[config.mk]
export PLATFORM = sky130hd
export DESIGN_NAME = sca_rtt
export DESIGN_NICKNAME = d
export VERILOG_FILES = /design/src/hw/sca_pkg.sv /design/src/hw/sca_rtt.sv /design/src/hw/sca_prescaler.sv
export SDC_FILE = /design/constraint.sdc
export NUM_CORES = 1
export LEC_CHECK = 0
export BUFFER_PORTS_ARGS = -buffer_cell sky130_fd_sc_hd__buf_2
export CORE_MARGIN = 2
export CORE_UTILIZATION = 59
export CTS_CLUSTER_SIZE = 25
export DETAILED_ROUTE_END_ITERATION = 8
export PLACE_DENSITY = 0.81
export SKIP_CTS_REPAIR_TIMING = 1
export SLEW_MARGIN = 40
export SYNTH_ARGS = -nofsm -noshare
export SYNTH_HDL_FRONTEND = slang
export SYNTH_HIERARCHICAL = 1
export SYNTH_SLANG_ARGS = --single-unit
[constraint.sdc]
create_clock -name clk_sys_i -period 4.68 [get_ports clk_sys_i]
set_clock_uncertainty 0.1 [all_clocks]
set_input_delay 0.234 -clock clk_sys_i [delete_from_list [all_inputs] [get_ports clk_sys_i]]
set_output_delay 0.234 -clock clk_sys_i [all_outputs]
set_load 0.05 [all_outputs]
[src/hw/sca_pkg.sv]
/*
 * shared constants and types of the seconds counter with alarm: register
 * offsets, reset values, field positions, timing figures and register layouts.
 * assumes a single 10 MHz system clock; the slow clock is an enable derived from it.
 */
package sca_pkg;

    // system clock and nominal slow clock rates
    localparam int unsigned SYS_CLK_HZ      = 10_000_000;
    localparam int unsigned SLOW_CLK_HZ     = 32_768;
    // system cycles per slow clock period, rounded down
    localparam int unsigned SLOW_DIV        = SYS_CLK_HZ / SLOW_CLK_HZ;

    localparam int unsigned APB_AW          = 12;
    localparam logic [11:0] OFS_MODE        = 12'h000;
    localparam logic [11:0] OFS_ALARM       = 12'h004;
    localparam logic [11:0] OFS_COUNT       = 12'h008;
    localparam logic [11:0] OFS_FLAGS       = 12'h00c;

    localparam logic [31:0] MODE_RESET      = 32'h0000_8000;
    localparam logic [31:0] ALARM_RESET     = 32'hffff_ffff;
    localparam logic [31:0] COUNT_RESET     = 32'h0000_0000;
    localparam logic [31:0] COUNT_MAX       = 32'hffff_ffff;
    localparam logic [15:0] PRE_RESET       = 16'h7fff;

    localparam int unsigned POS_MATCH_IEN   = 16;
    localparam int unsigned POS_TICK_IEN    = 17;
    localparam int unsigned POS_RESTART     = 18;
    localparam int unsigned POS_MATCH_FLAG  = 0;
    localparam int unsigned POS_TICK_FLAG   = 1;

    // slow clock periods between a status read and the flag clear
    localparam logic [1:0]  CLR_DELAY_SLOW  = 2'h2;

    typedef struct packed {
        logic [12:0] unused;
        logic        divider_restart;
        logic        tick_irq_enable;
        logic        match_irq_enable;
        logic [15:0] prescale_divisor;
    } sca_mode_t;

    typedef struct packed {
        logic [29:0] unused;
        logic        tick_flag;
        logic        match_flag;
    } sca_flags_t;

    typedef enum logic [0:0] {
        CLR_IDLE = 1'b0,
        CLR_WAIT = 1'b1
    } sca_clr_state_t;

endpackage

[src/hw/sca_rtt.sv]
/*
 * seconds counter with alarm: apb register slave, 32-bit counter, alarm compare,
 * read-cleared event flags and a gated interrupt output.
 * assumes an apb master on clk_sys_i and a 10 MHz clock; the slow clock is an enable.
 */
`timescale 1ns/1ps

// Operation
// - a 32-bit counter advances once per prescaler period of the slow clock
// - divisor zero gives 65536 slow cycles, otherwise the divisor itself
// - divisor 32768 with a 32768 Hz slow clock advances once per second
// - the counter wraps from all ones to zero and keeps counting
// - the alarm register resets to all ones
// - an advance while count equals alarm sets the match flag
// - every counter advance sets the tick flag
// - reading the status register clears both flags
// - flags clear two slow clock periods after the status read
// - mode bit 16 gates the match flag onto the interrupt
// - mode bit 17 gates the tick flag onto the interrupt
// - writing restart bit 18 reloads the prescaler and zeroes the counter
// - status bit 0 is the match flag, bit 1 the tick flag, rest zero
module sca_rtt
    import sca_pkg::*;
#(
    parameter int unsigned SLOW_DIV_P = SLOW_DIV
) (
    input  wire logic              clk_sys_i,
    input  wire logic              rst_i,
    input  wire logic              psel_i,
    input  wire logic              penable_i,
    input  wire logic              pwrite_i,
    input  wire logic [APB_AW-1:0] paddr_i,
    input  wire logic [31:0]       pwdata_i,
    output logic      [31:0]       prdata_o,
    output logic                   pready_o,
    output logic                   pslverr_o,
    output logic                   irq_o
);
    sca_mode_t       mode_q;
    sca_flags_t      flags_q;
    sca_clr_state_t  clr_state_q;
    logic [31:0]     alarm_q;
    logic [31:0]     count_q;
    logic [1:0]      clr_cnt_q;
    logic            restart_q;
    logic            slow_tick;
    logic            inc;
    logic            done;
    logic            wr_mode;
    logic            wr_alarm;
    logic            rd_flags;
    logic            mapped;
    logic            match_set;
    logic            clr_fire;
    logic [31:0]     rd_word;

    // ---------------- apb slave: one wait state, answer in second access cycle
    assign done     = psel_i && penable_i && pready_o;
    assign mapped   = (paddr_i == OFS_MODE) || (paddr_i == OFS_ALARM) ||
                      (paddr_i == OFS_COUNT) || (paddr_i == OFS_FLAGS);
    assign wr_mode  = done && pwrite_i && (paddr_i == OFS_MODE);
    assign wr_alarm = done && pwrite_i && (paddr_i == OFS_ALARM);
    assign rd_flags = done && !pwrite_i && (paddr_i == OFS_FLAGS);

    always_comb begin
        rd_word = 32'h0;
        case (paddr_i)
            OFS_MODE: begin
                rd_word = mode_q;
                rd_word[POS_RESTART] = 1'b0;
            end
            OFS_ALARM: begin
                rd_word = alarm_q;
            end
            OFS_COUNT: begin
                rd_word = count_q;
            end
            OFS_FLAGS: begin
                rd_word = {30'h0, flags_q.tick_flag, flags_q.match_flag};
            end
            default: begin
                rd_word = 32'h0;
            end
        endcase
    end

    always_ff @(posedge clk_sys_i or posedge rst_i) begin
        if (rst_i) begin
            pready_o  <= 1'b0;
            pslverr_o <= 1'b0;
            prdata_o  <= 32'h0;
        end else if (psel_i && penable_i && !pready_o) begin
            pready_o  <= 1'b1;
            pslverr_o <= !mapped;
            prdata_o  <= (pwrite_i || !mapped) ? 32'h0 : rd_word;
        end else begin
            pready_o  <= 1'b0;
            pslverr_o <= 1'b0;
            prdata_o  <= 32'h0;
        end
    end

    // ---------------- control registers
    always_ff @(posedge clk_sys_i or posedge rst_i) begin
        if (rst_i) begin
            mode_q    <= MODE_RESET;
            restart_q <= 1'b0;
        end else begin
            restart_q <= wr_mode && pwdata_i[POS_RESTART];
            if (wr_mode) begin
                mode_q                 <= pwdata_i;
                mode_q.divider_restart <= 1'b0;
            end
        end
    end

    always_ff @(posedge clk_sys_i or posedge rst_i) begin
        if (rst_i) begin
            alarm_q <= ALARM_RESET;
        end else if (wr_alarm) begin
            alarm_q <= pwdata_i;
        end
    end

    // ---------------- prescaler and counter
    sca_prescaler #(
        .SLOW_DIV_P (SLOW_DIV_P)
    ) u_prescaler (
        .clk_sys_i   (clk_sys_i),
        .rst_i       (rst_i),
        .restart_i   (restart_q),
        .divisor_i   (mode_q.prescale_divisor),
        .slow_tick_o (slow_tick),
        .inc_o       (inc)
    );

    always_ff @(posedge clk_sys_i or posedge rst_i) begin
        if (rst_i) begin
            count_q <= COUNT_RESET;
        end else if (restart_q) begin
            count_q <= COUNT_RESET;
        end else if (inc) begin
            count_q <= count_q + 32'h1;
        end
    end

    // match taken on the advance out of the alarm value, i.e. count reaching alarm+1
    assign match_set = inc && !restart_q && (count_q == alarm_q);

    // ---------------- delayed read clear, counted in slow clock periods
    assign clr_fire = (clr_state_q == CLR_WAIT) && slow_tick &&
                      (clr_cnt_q == CLR_DELAY_SLOW - 2'h1);

    always_ff @(posedge clk_sys_i or posedge rst_i) begin
        if (rst_i) begin
            clr_state_q <= CLR_IDLE;
            clr_cnt_q   <= 2'h0;
        end else begin
            case (clr_state_q)
                CLR_IDLE: begin
                    if (rd_flags) begin
                        clr_state_q <= CLR_WAIT;
                        clr_cnt_q   <= 2'h0;
                    end
                end
                CLR_WAIT: begin
                    if (clr_fire) begin
                        clr_state_q <= CLR_IDLE;
                        clr_cnt_q   <= 2'h0;
                    end else if (slow_tick) begin
                        clr_cnt_q <= clr_cnt_q + 2'h1;
                    end
                end
                default: begin
                    clr_state_q <= CLR_IDLE;
                    clr_cnt_q   <= 2'h0;
                end
            endcase
        end
    end

    // a set in the clearing cycle wins
    always_ff @(posedge clk_sys_i or posedge rst_i) begin
        if (rst_i) begin
            flags_q <= '0;
        end else begin
            flags_q.unused <= '0;
            if (inc && !restart_q) begin
                flags_q.tick_flag <= 1'b1;
            end else if (clr_fire) begin
                flags_q.tick_flag <= 1'b0;
            end
            if (match_set) begin
                flags_q.match_flag <= 1'b1;
            end else if (clr_fire) begin
                flags_q.match_flag <= 1'b0;
            end
        end
    end

    always_ff @(posedge clk_sys_i or posedge rst_i) begin
        if (rst_i) begin
            irq_o <= 1'b0;
        end else begin
            irq_o <= (flags_q.match_flag && mode_q.match_irq_enable) ||
                     (flags_q.tick_flag && mode_q.tick_irq_enable);
        end
    end

    // ---------------- checks
    logic first_q;

    always_ff @(posedge clk_sys_i or posedge rst_i) begin
        if (rst_i) begin
            first_q <= 1'b1;
        end else begin
            first_q <= 1'b0;
        end
    end
endmodule // sca_rtt

[src/hw/sca_prescaler.sv]
/*
 * slow clock enable generator and programmable prescaler.
 * assumes restart_i is a one-cycle pulse and divisor_i is already updated when it comes.
 */
`timescale 1ns/1ps
module sca_prescaler
    import sca_pkg::*;
#(
    parameter int unsigned SLOW_DIV_P = SLOW_DIV
) (
    input  wire logic        clk_sys_i,
    input  wire logic        rst_i,
    input  wire logic        restart_i,
    input  wire logic [15:0] divisor_i,
    output logic             slow_tick_o,
    output logic             inc_o
);
    localparam int unsigned SW = (SLOW_DIV_P > 1) ? $clog2(SLOW_DIV_P) : 1;
    localparam logic [SW-1:0] SLOW_LAST = SW'(SLOW_DIV_P - 1);

    logic [SW-1:0] slow_cnt_q;
    logic [15:0]   pre_cnt_q;

    // free running slow clock enable
    always_ff @(posedge clk_sys_i or posedge rst_i) begin
        if (rst_i) begin
            slow_cnt_q  <= '0;
            slow_tick_o <= 1'b0;
        end else begin
            slow_cnt_q  <= (slow_cnt_q == SLOW_LAST) ? '0 : slow_cnt_q + SW'(1);
            slow_tick_o <= (slow_cnt_q == SLOW_LAST);
        end
    end

    // zero divisor minus one gives ffff, i.e. a period of 65536
    always_ff @(posedge clk_sys_i or posedge rst_i) begin
        if (rst_i) begin
            pre_cnt_q <= PRE_RESET;
            inc_o     <= 1'b0;
        end else if (restart_i) begin
            pre_cnt_q <= divisor_i - 16'h1;
            inc_o     <= 1'b0;
        end else if (slow_tick_o) begin
            if (pre_cnt_q == 16'h0) begin
                pre_cnt_q <= divisor_i - 16'h1;
                inc_o     <= 1'b1;
            end else begin
                pre_cnt_q <= pre_cnt_q - 16'h1;
                inc_o     <= 1'b0;
            end
        end else begin
            inc_o <= 1'b0;
        end
    end
endmodule // sca_prescaler

* After elaboration in Yosys (flattened, before gate mapping) *
Cells that the tools add are included.

word-level totals
  flip-flop bits (word level) = 163
  latch bits = 0
  RAM bits = 0
  memory bits (read-only) = 0
  input bits = 49
  logic and storage cells = 88
  memories kept = 0

operators by class
  $add $sub $neg = 5
  multipliers = 0
  divide/modulo/power cells = 0
  order comparisons = 0
  eq/ne operators = 8
  shift-type cells = 0
  multiplexer cells = 24
  bitwise gates (word level) = 1
  reductions and logical operators = 31

operators with widths
  operator                                                                 number
  32-bit 2-to-1 mux                                                        4
  32-bit case mux with 4 select lines                                      1
  16-bit 2-to-1 mux                                                        3
  32-bit by 1-bit adder with 32-bit output, second input constant          1
  32-bit equality test                                                     1
  16-bit by 1-bit subtractor with 16-bit output, second input constant     2
  12-bit by 4-bit equality test with 1-bit output, second input constant   2
  16-bit logical NOT                                                       1
  1-bit logical AND                                                        15
  12-bit by 3-bit equality test with 1-bit output, second input constant   1
  12-bit logical NOT                                                       1
  1-bit 2-to-1 mux                                                         10
  9-bit by 1-bit adder with 9-bit output, second input constant            1
  9-bit equality test, second input constant                               1
  9-bit 2-to-1 mux                                                         1
  2-bit nonzero test                                                       4
  2-bit 2-to-1 mux                                                         3
  1-bit logical OR                                                         5
  1-bit logical NOT                                                        4
  2-bit case mux with 2 select lines                                       1
  3-bit by 1-bit inequality test with 1-bit output, second input constant  1
  2-bit by 1-bit adder with 2-bit output, second input constant            1
  2-bit by 1-bit equality test with 1-bit output, second input constant    1
  2-bit inequality test, second input constant                             1
  other kinds (3)                                                          3

* Longest topological paths before layout *
  depth after elaboration = 8
  gate-level depth with buffers = 8
  depth with buffers taken out = 7

* Modules after synthesis *
Netlist, hierarchy kept.

by module, submodules not included
  module         times used  cells an instance  area each (um^2)  sequential area each (um^2)
  sca_rtt        1           559                6492.5            3444.6
  sca_prescaler  1           207                1866.8            694.4

* Least setup slack after synthesis *
OpenSTA, ideal clock, no wires.

  kind = flip-flop to flip-flop
  start point = register u_prescaler.pre_cnt_q[3]
  end point = register u_prescaler.pre_cnt_q[13]
  data arrival time = 1.964 ns
  slack = 2.532 ns
  cell stages (with the launch flop) = 6
  path buffers = 0
  clock period less this slack = 2.148 ns
  cells stage by stage = dfstp_2 > or4_4 > or2_4 > or3_1 > a21o_1 > a221o_1

between the ends
  cells in the longest elaborated chain, start to end = 4
  elaborated cells between the ends (all ways) = 5

ends and longest elaborated chain
  element                                                                                     line                                      RTL
  start: declaration                                                                          sca_prescaler.sv:22                       logic [15:0] pre_cnt_q;
  start signal: assignment                                                                    sca_prescaler.sv:41                       pre_cnt_q <= divisor_i - 16'h1;
  start signal: assignment                                                                    sca_prescaler.sv:45                       pre_cnt_q <= divisor_i - 16'h1;
  start signal: assignment                                                                    sca_prescaler.sv:48                       pre_cnt_q <= pre_cnt_q - 16'h1;
  16-bit by 1-bit subtractor with 16-bit output / 16-bit logical NOT (equally long branches)  sca_prescaler.sv:48, sca_prescaler.sv:44
  16-bit 2-to-1 mux *                                                                         sca_prescaler.sv:44                       if (pre_cnt_q == 16'h0) begin
  16-bit 2-to-1 mux *                                                                         sca_prescaler.sv:43                       end else if (slow_tick_o) begin
  16-bit 2-to-1 mux *                                                                         sca_prescaler.sv:40                       end else if (restart_i) begin

Mark *: on every way between the ends. The rest lies on a longest branch, timed or not. The select of a mux whose other input is x is not followed.
A chain may end at the register's enable or synchronous reset.

* Final worst setup path *
  start point = register u_prescaler.pre_cnt_q[9]
  end point = register u_prescaler.pre_cnt_q[4]

between the ends
  cells in the longest elaborated chain, start to end = 4

ends and longest elaborated chain
  element             line
  16-bit logical NOT  sca_prescaler.sv:44
  16-bit 2-to-1 mux   sca_prescaler.sv:44
  16-bit 2-to-1 mux   sca_prescaler.sv:43
  16-bit 2-to-1 mux   sca_prescaler.sv:40

Every way passes these cells. The select of a mux whose other input is x is not followed.

==> impl_metrics.ini <==
[synth]
yosysSeqAreaShare = 0.4951
syn_area_um2 = 8359
ys_top_cells_by_area = dfrtp_1, dfstp_2, mux2_4
synth.top_cell.area_share = 0.3443
ys_types = 58
synthArstFlopShare = 1.000
synthXorXnorAreaFrac = 0.08382
syn_nets = 821
synth_ff_type = dfrtp_1
synth-simple-area-share = 0.1756
yosys.area_share.adder = 0.008981
syn_inst = 766
synth_top_family_by_area = simple AND/OR/NAND/NOR gates
synth_edf_count = 0
yosys_warnings = 6
synth_largest_area_cell = dfrtp_1
synth_compound_gate_area_share = 0.05688
synthMuxAreaShare = 0.1455
syn_avg_cell_area_um2 = 10.91
ys_ff_latch = 163

[critical_path]
crit_path_start_kind = register
reg2reg_from = u_prescaler/pre_cnt_q[9]
cp-startpoint = u_prescaler/pre_cnt_q[9]
arrival_ns = 2.91
r2r_setup_slack_ns = 2.03
r2r_cells = 5
worstReg2RegEnd = u_prescaler/pre_cnt_q[4]
cp.required_ns = 4.93
worstSetupEndpointType = register
worstSetupPathType = reg2reg
critPathMaxFanout = 19

[sta]
drv_slew = 0
hold_viol_final = 0
grt_setup_unrepaired = false
setup-violations-final = 0
slew_headroom = 0.4837
finalCritPeriodShare = 0.5671
worst_pin_slew_ns = 0.7736
post-route-min-period_ns = 2.654
fin_setup_tns_ns = 0
holdWs_ns = 0.005635
max_freq_mhz = 376.8

[floorplanning]
dieArea_um2 = 15140
initial_core_util = 0.6022
coreArea_um2 = 13880
dieWidth_um = 123.0
io_pins = 84
die_h_um = 123.0
rows = 43

[route]
drt-vias-per-instance = 5.884
drt-initial-drc-count = 425
routed_wl_mm = 19.92
via_count = 6219
drc = 0
drt-wirelength-per-cell_um = 18.84
first_pass_iters = 4
ant_nets = 0

[placement]
hpwlAfterDp_mm = 13.31
gp_routability_congestion = 0.9247
portBuffers = 83

[global_routing]
grt_usage = 0.2715
grt_max_degree = 93
antenna_found_initial = 0
gr-total-overflow = 0
grt_pass1_wl_mm = 31.56
grt_pass1_vias = 6318

[hold_path]
holdPathEnd = pready_o
min_path_cells = 3
min_from = penable_i
hp-class = in2reg

[clock_network]
clock_sinks = 163
cts_tree = done
cts_buffer_depth = 2
clock-root-buffer = clkbuf_16
clk_latency_ns = 0.44
h-tree-depth = 4
numCtsBuffers = 17
cts.clk_slew.worst_paths_ns = 0.06

[finish]
area_growth_pct = 16.79
fin_nets = 919
drive_above_1_share = 0.2520
diodes = 0
fillers = 980

[power]
total_power_mw = 2.873
power.density_nw_per_um2 = 294.3
p_leak_nw = 4.778
ir_drop_mv = 0.2789

[outcome]
status = finished, final reports clean

[flow_run]
drv_cap = 0
-- area by class of cell --
cell class | instances | area [um^2] | area share
timing repair buffer | 123 | 798.3 | 0.08176
inverter | 15 | 63.81 | 0.006536
clock buffer | 25 | 495.5 | 0.05075
multi-input combinational | 544 | 3966 | 0.4063
sequential | 163 | 4139 | 0.4239
tap | 180 | 225.2 | 0.02307
clock inverter | 7 | 75.07 | 0.007689
-- power by group --
| part | leakage (nW) | switching (mW) | internal [mW] |
|---|---|---|---|
| clock network | 0.281 | 0.556 | 0.790 |
| logic | 2.42 | 0.0693 | 0.0446 |
| registers | 2.08 | 0.000966 | 1.41 |
-- placed cells by master (no fill, tap or decap), types with 3 or more instances in the layout --
cell	Yosys	layout
dfrtp_1	115	115
nor2_1	115	114
buf_2	9	83
dfstp_2	48	48
xnor2_1	45	45
a21oi_1	39	39
mux2_1	36	36
xor2_1	35	35
mux2i_1	33	33
dlygate4sd3_1	0	33
mux2_4	29	29
nand2_1	29	28
nor3_1	23	22
nand3_1	21	21
nand4_1	18	18
nor4_1	18	17
clkbuf_16	0	17
inv_1	15	13
o21ai_0	8	8
and3_1	8	8
buf_4	1	7
or3_1	6	6
ha_1	6	6
nor4_2	4	5
a221o_1	5	5
and4_1	4	4
a22o_1	4	4
clkinv_4	0	4
clkbuf_8	0	4
clkbuf_1	24	4
a21o_1	4	4
nor3b_1	4	4
o21ai_1	4	4
or4_4	2	3
nand4b_1	3	3
or4_1	4	3
nand2b_1	3	3
nor2b_1	4	3
-- logic make-up after synthesis --
logic type	after synthesis
buf+inv	59
compound gates	77
mux	100
xor+xnor	80
flops	163
fa+ha+maj	6
simple gates	281
-- flip-flops by register name, summed over array words and instances (netlist names), 2 cells and up --
signal                  count
prdata_o                   32
u_prescaler/slow_cnt_q      9
count_q                    32
u_prescaler/pre_cnt_q      16
flags_q                     2
clr_cnt_q                   2
mode_q                     31
alarm_q                    32
-- Yosys cell counts (all sizes together), types with 3 or more instances --
master  instances
and3            8
or3             6
or4             6
nor2b           4
nor2          115
nand2          29
nand4b          3
ha              6
and4            4
nand4          18
a21oi          39
nor3           24
mux2i          33
nor3b           4
buf            20
a22o            4
dfrtp         115
xor2           35
nand3          22
nor4b           5
xnor2          45
clkbuf         24
o21ai          12
mux2           65
nor4           22
a21o            4
inv            15
or2             3
nand2b          3
a221o           5
dfstp          48
-- layer usage --
metal  global-route usage  routed length [um]
met1               0.3356                8233
met2               0.4675               10260
met3              0.05812                1006
met4               0.1030                 412
met5                    0                   0
-- worst max-delay path by stage --
stage	to	cells past startpoint	slack, ns
global route	u_prescaler/pre_cnt_q[4]	5	1.91
CTS	u_prescaler/pre_cnt_q[4]	5	2.04
finish	u_prescaler/pre_cnt_q[4]	5	2.03
detailed placement	u_prescaler/pre_cnt_q[4]	5	2.07
global placement	mode_q[30]	5	1.94
floorplan	clr_cnt_q[0]	1	0.76
-- stage by stage --
| step | utilization | instances | cell area [um^2] | setup slack [ns] |
|---|---|---|---|---|
| 6_report | 0.7034 | 1057 | 9763 | 2.026 |
| 5_1_grt | 0.7034 | 1057 | 9763 | 1.909 |
| 4_1_cts | 0.6794 | 1024 | 9430 | 2.037 |
| 3_5_place_dp | 0.6383 | 992 | 8860 | 2.066 |
| 3_3_place_gp | 0.6367 | 992 | 8838 | 1.936 |
| 2_1_floorplan | - | 766 | 8359 | 0.7612 |
-- critical path, stage by stage (launching register included) --
cell and delay [ns]:
dfstp_2 0.39, or4_1 0.59, nor4b_4 0.36, a21o_1 0.55
o21ai_0 0.20, a221o_1 0.38
Power figures use the tool's default switching activity.
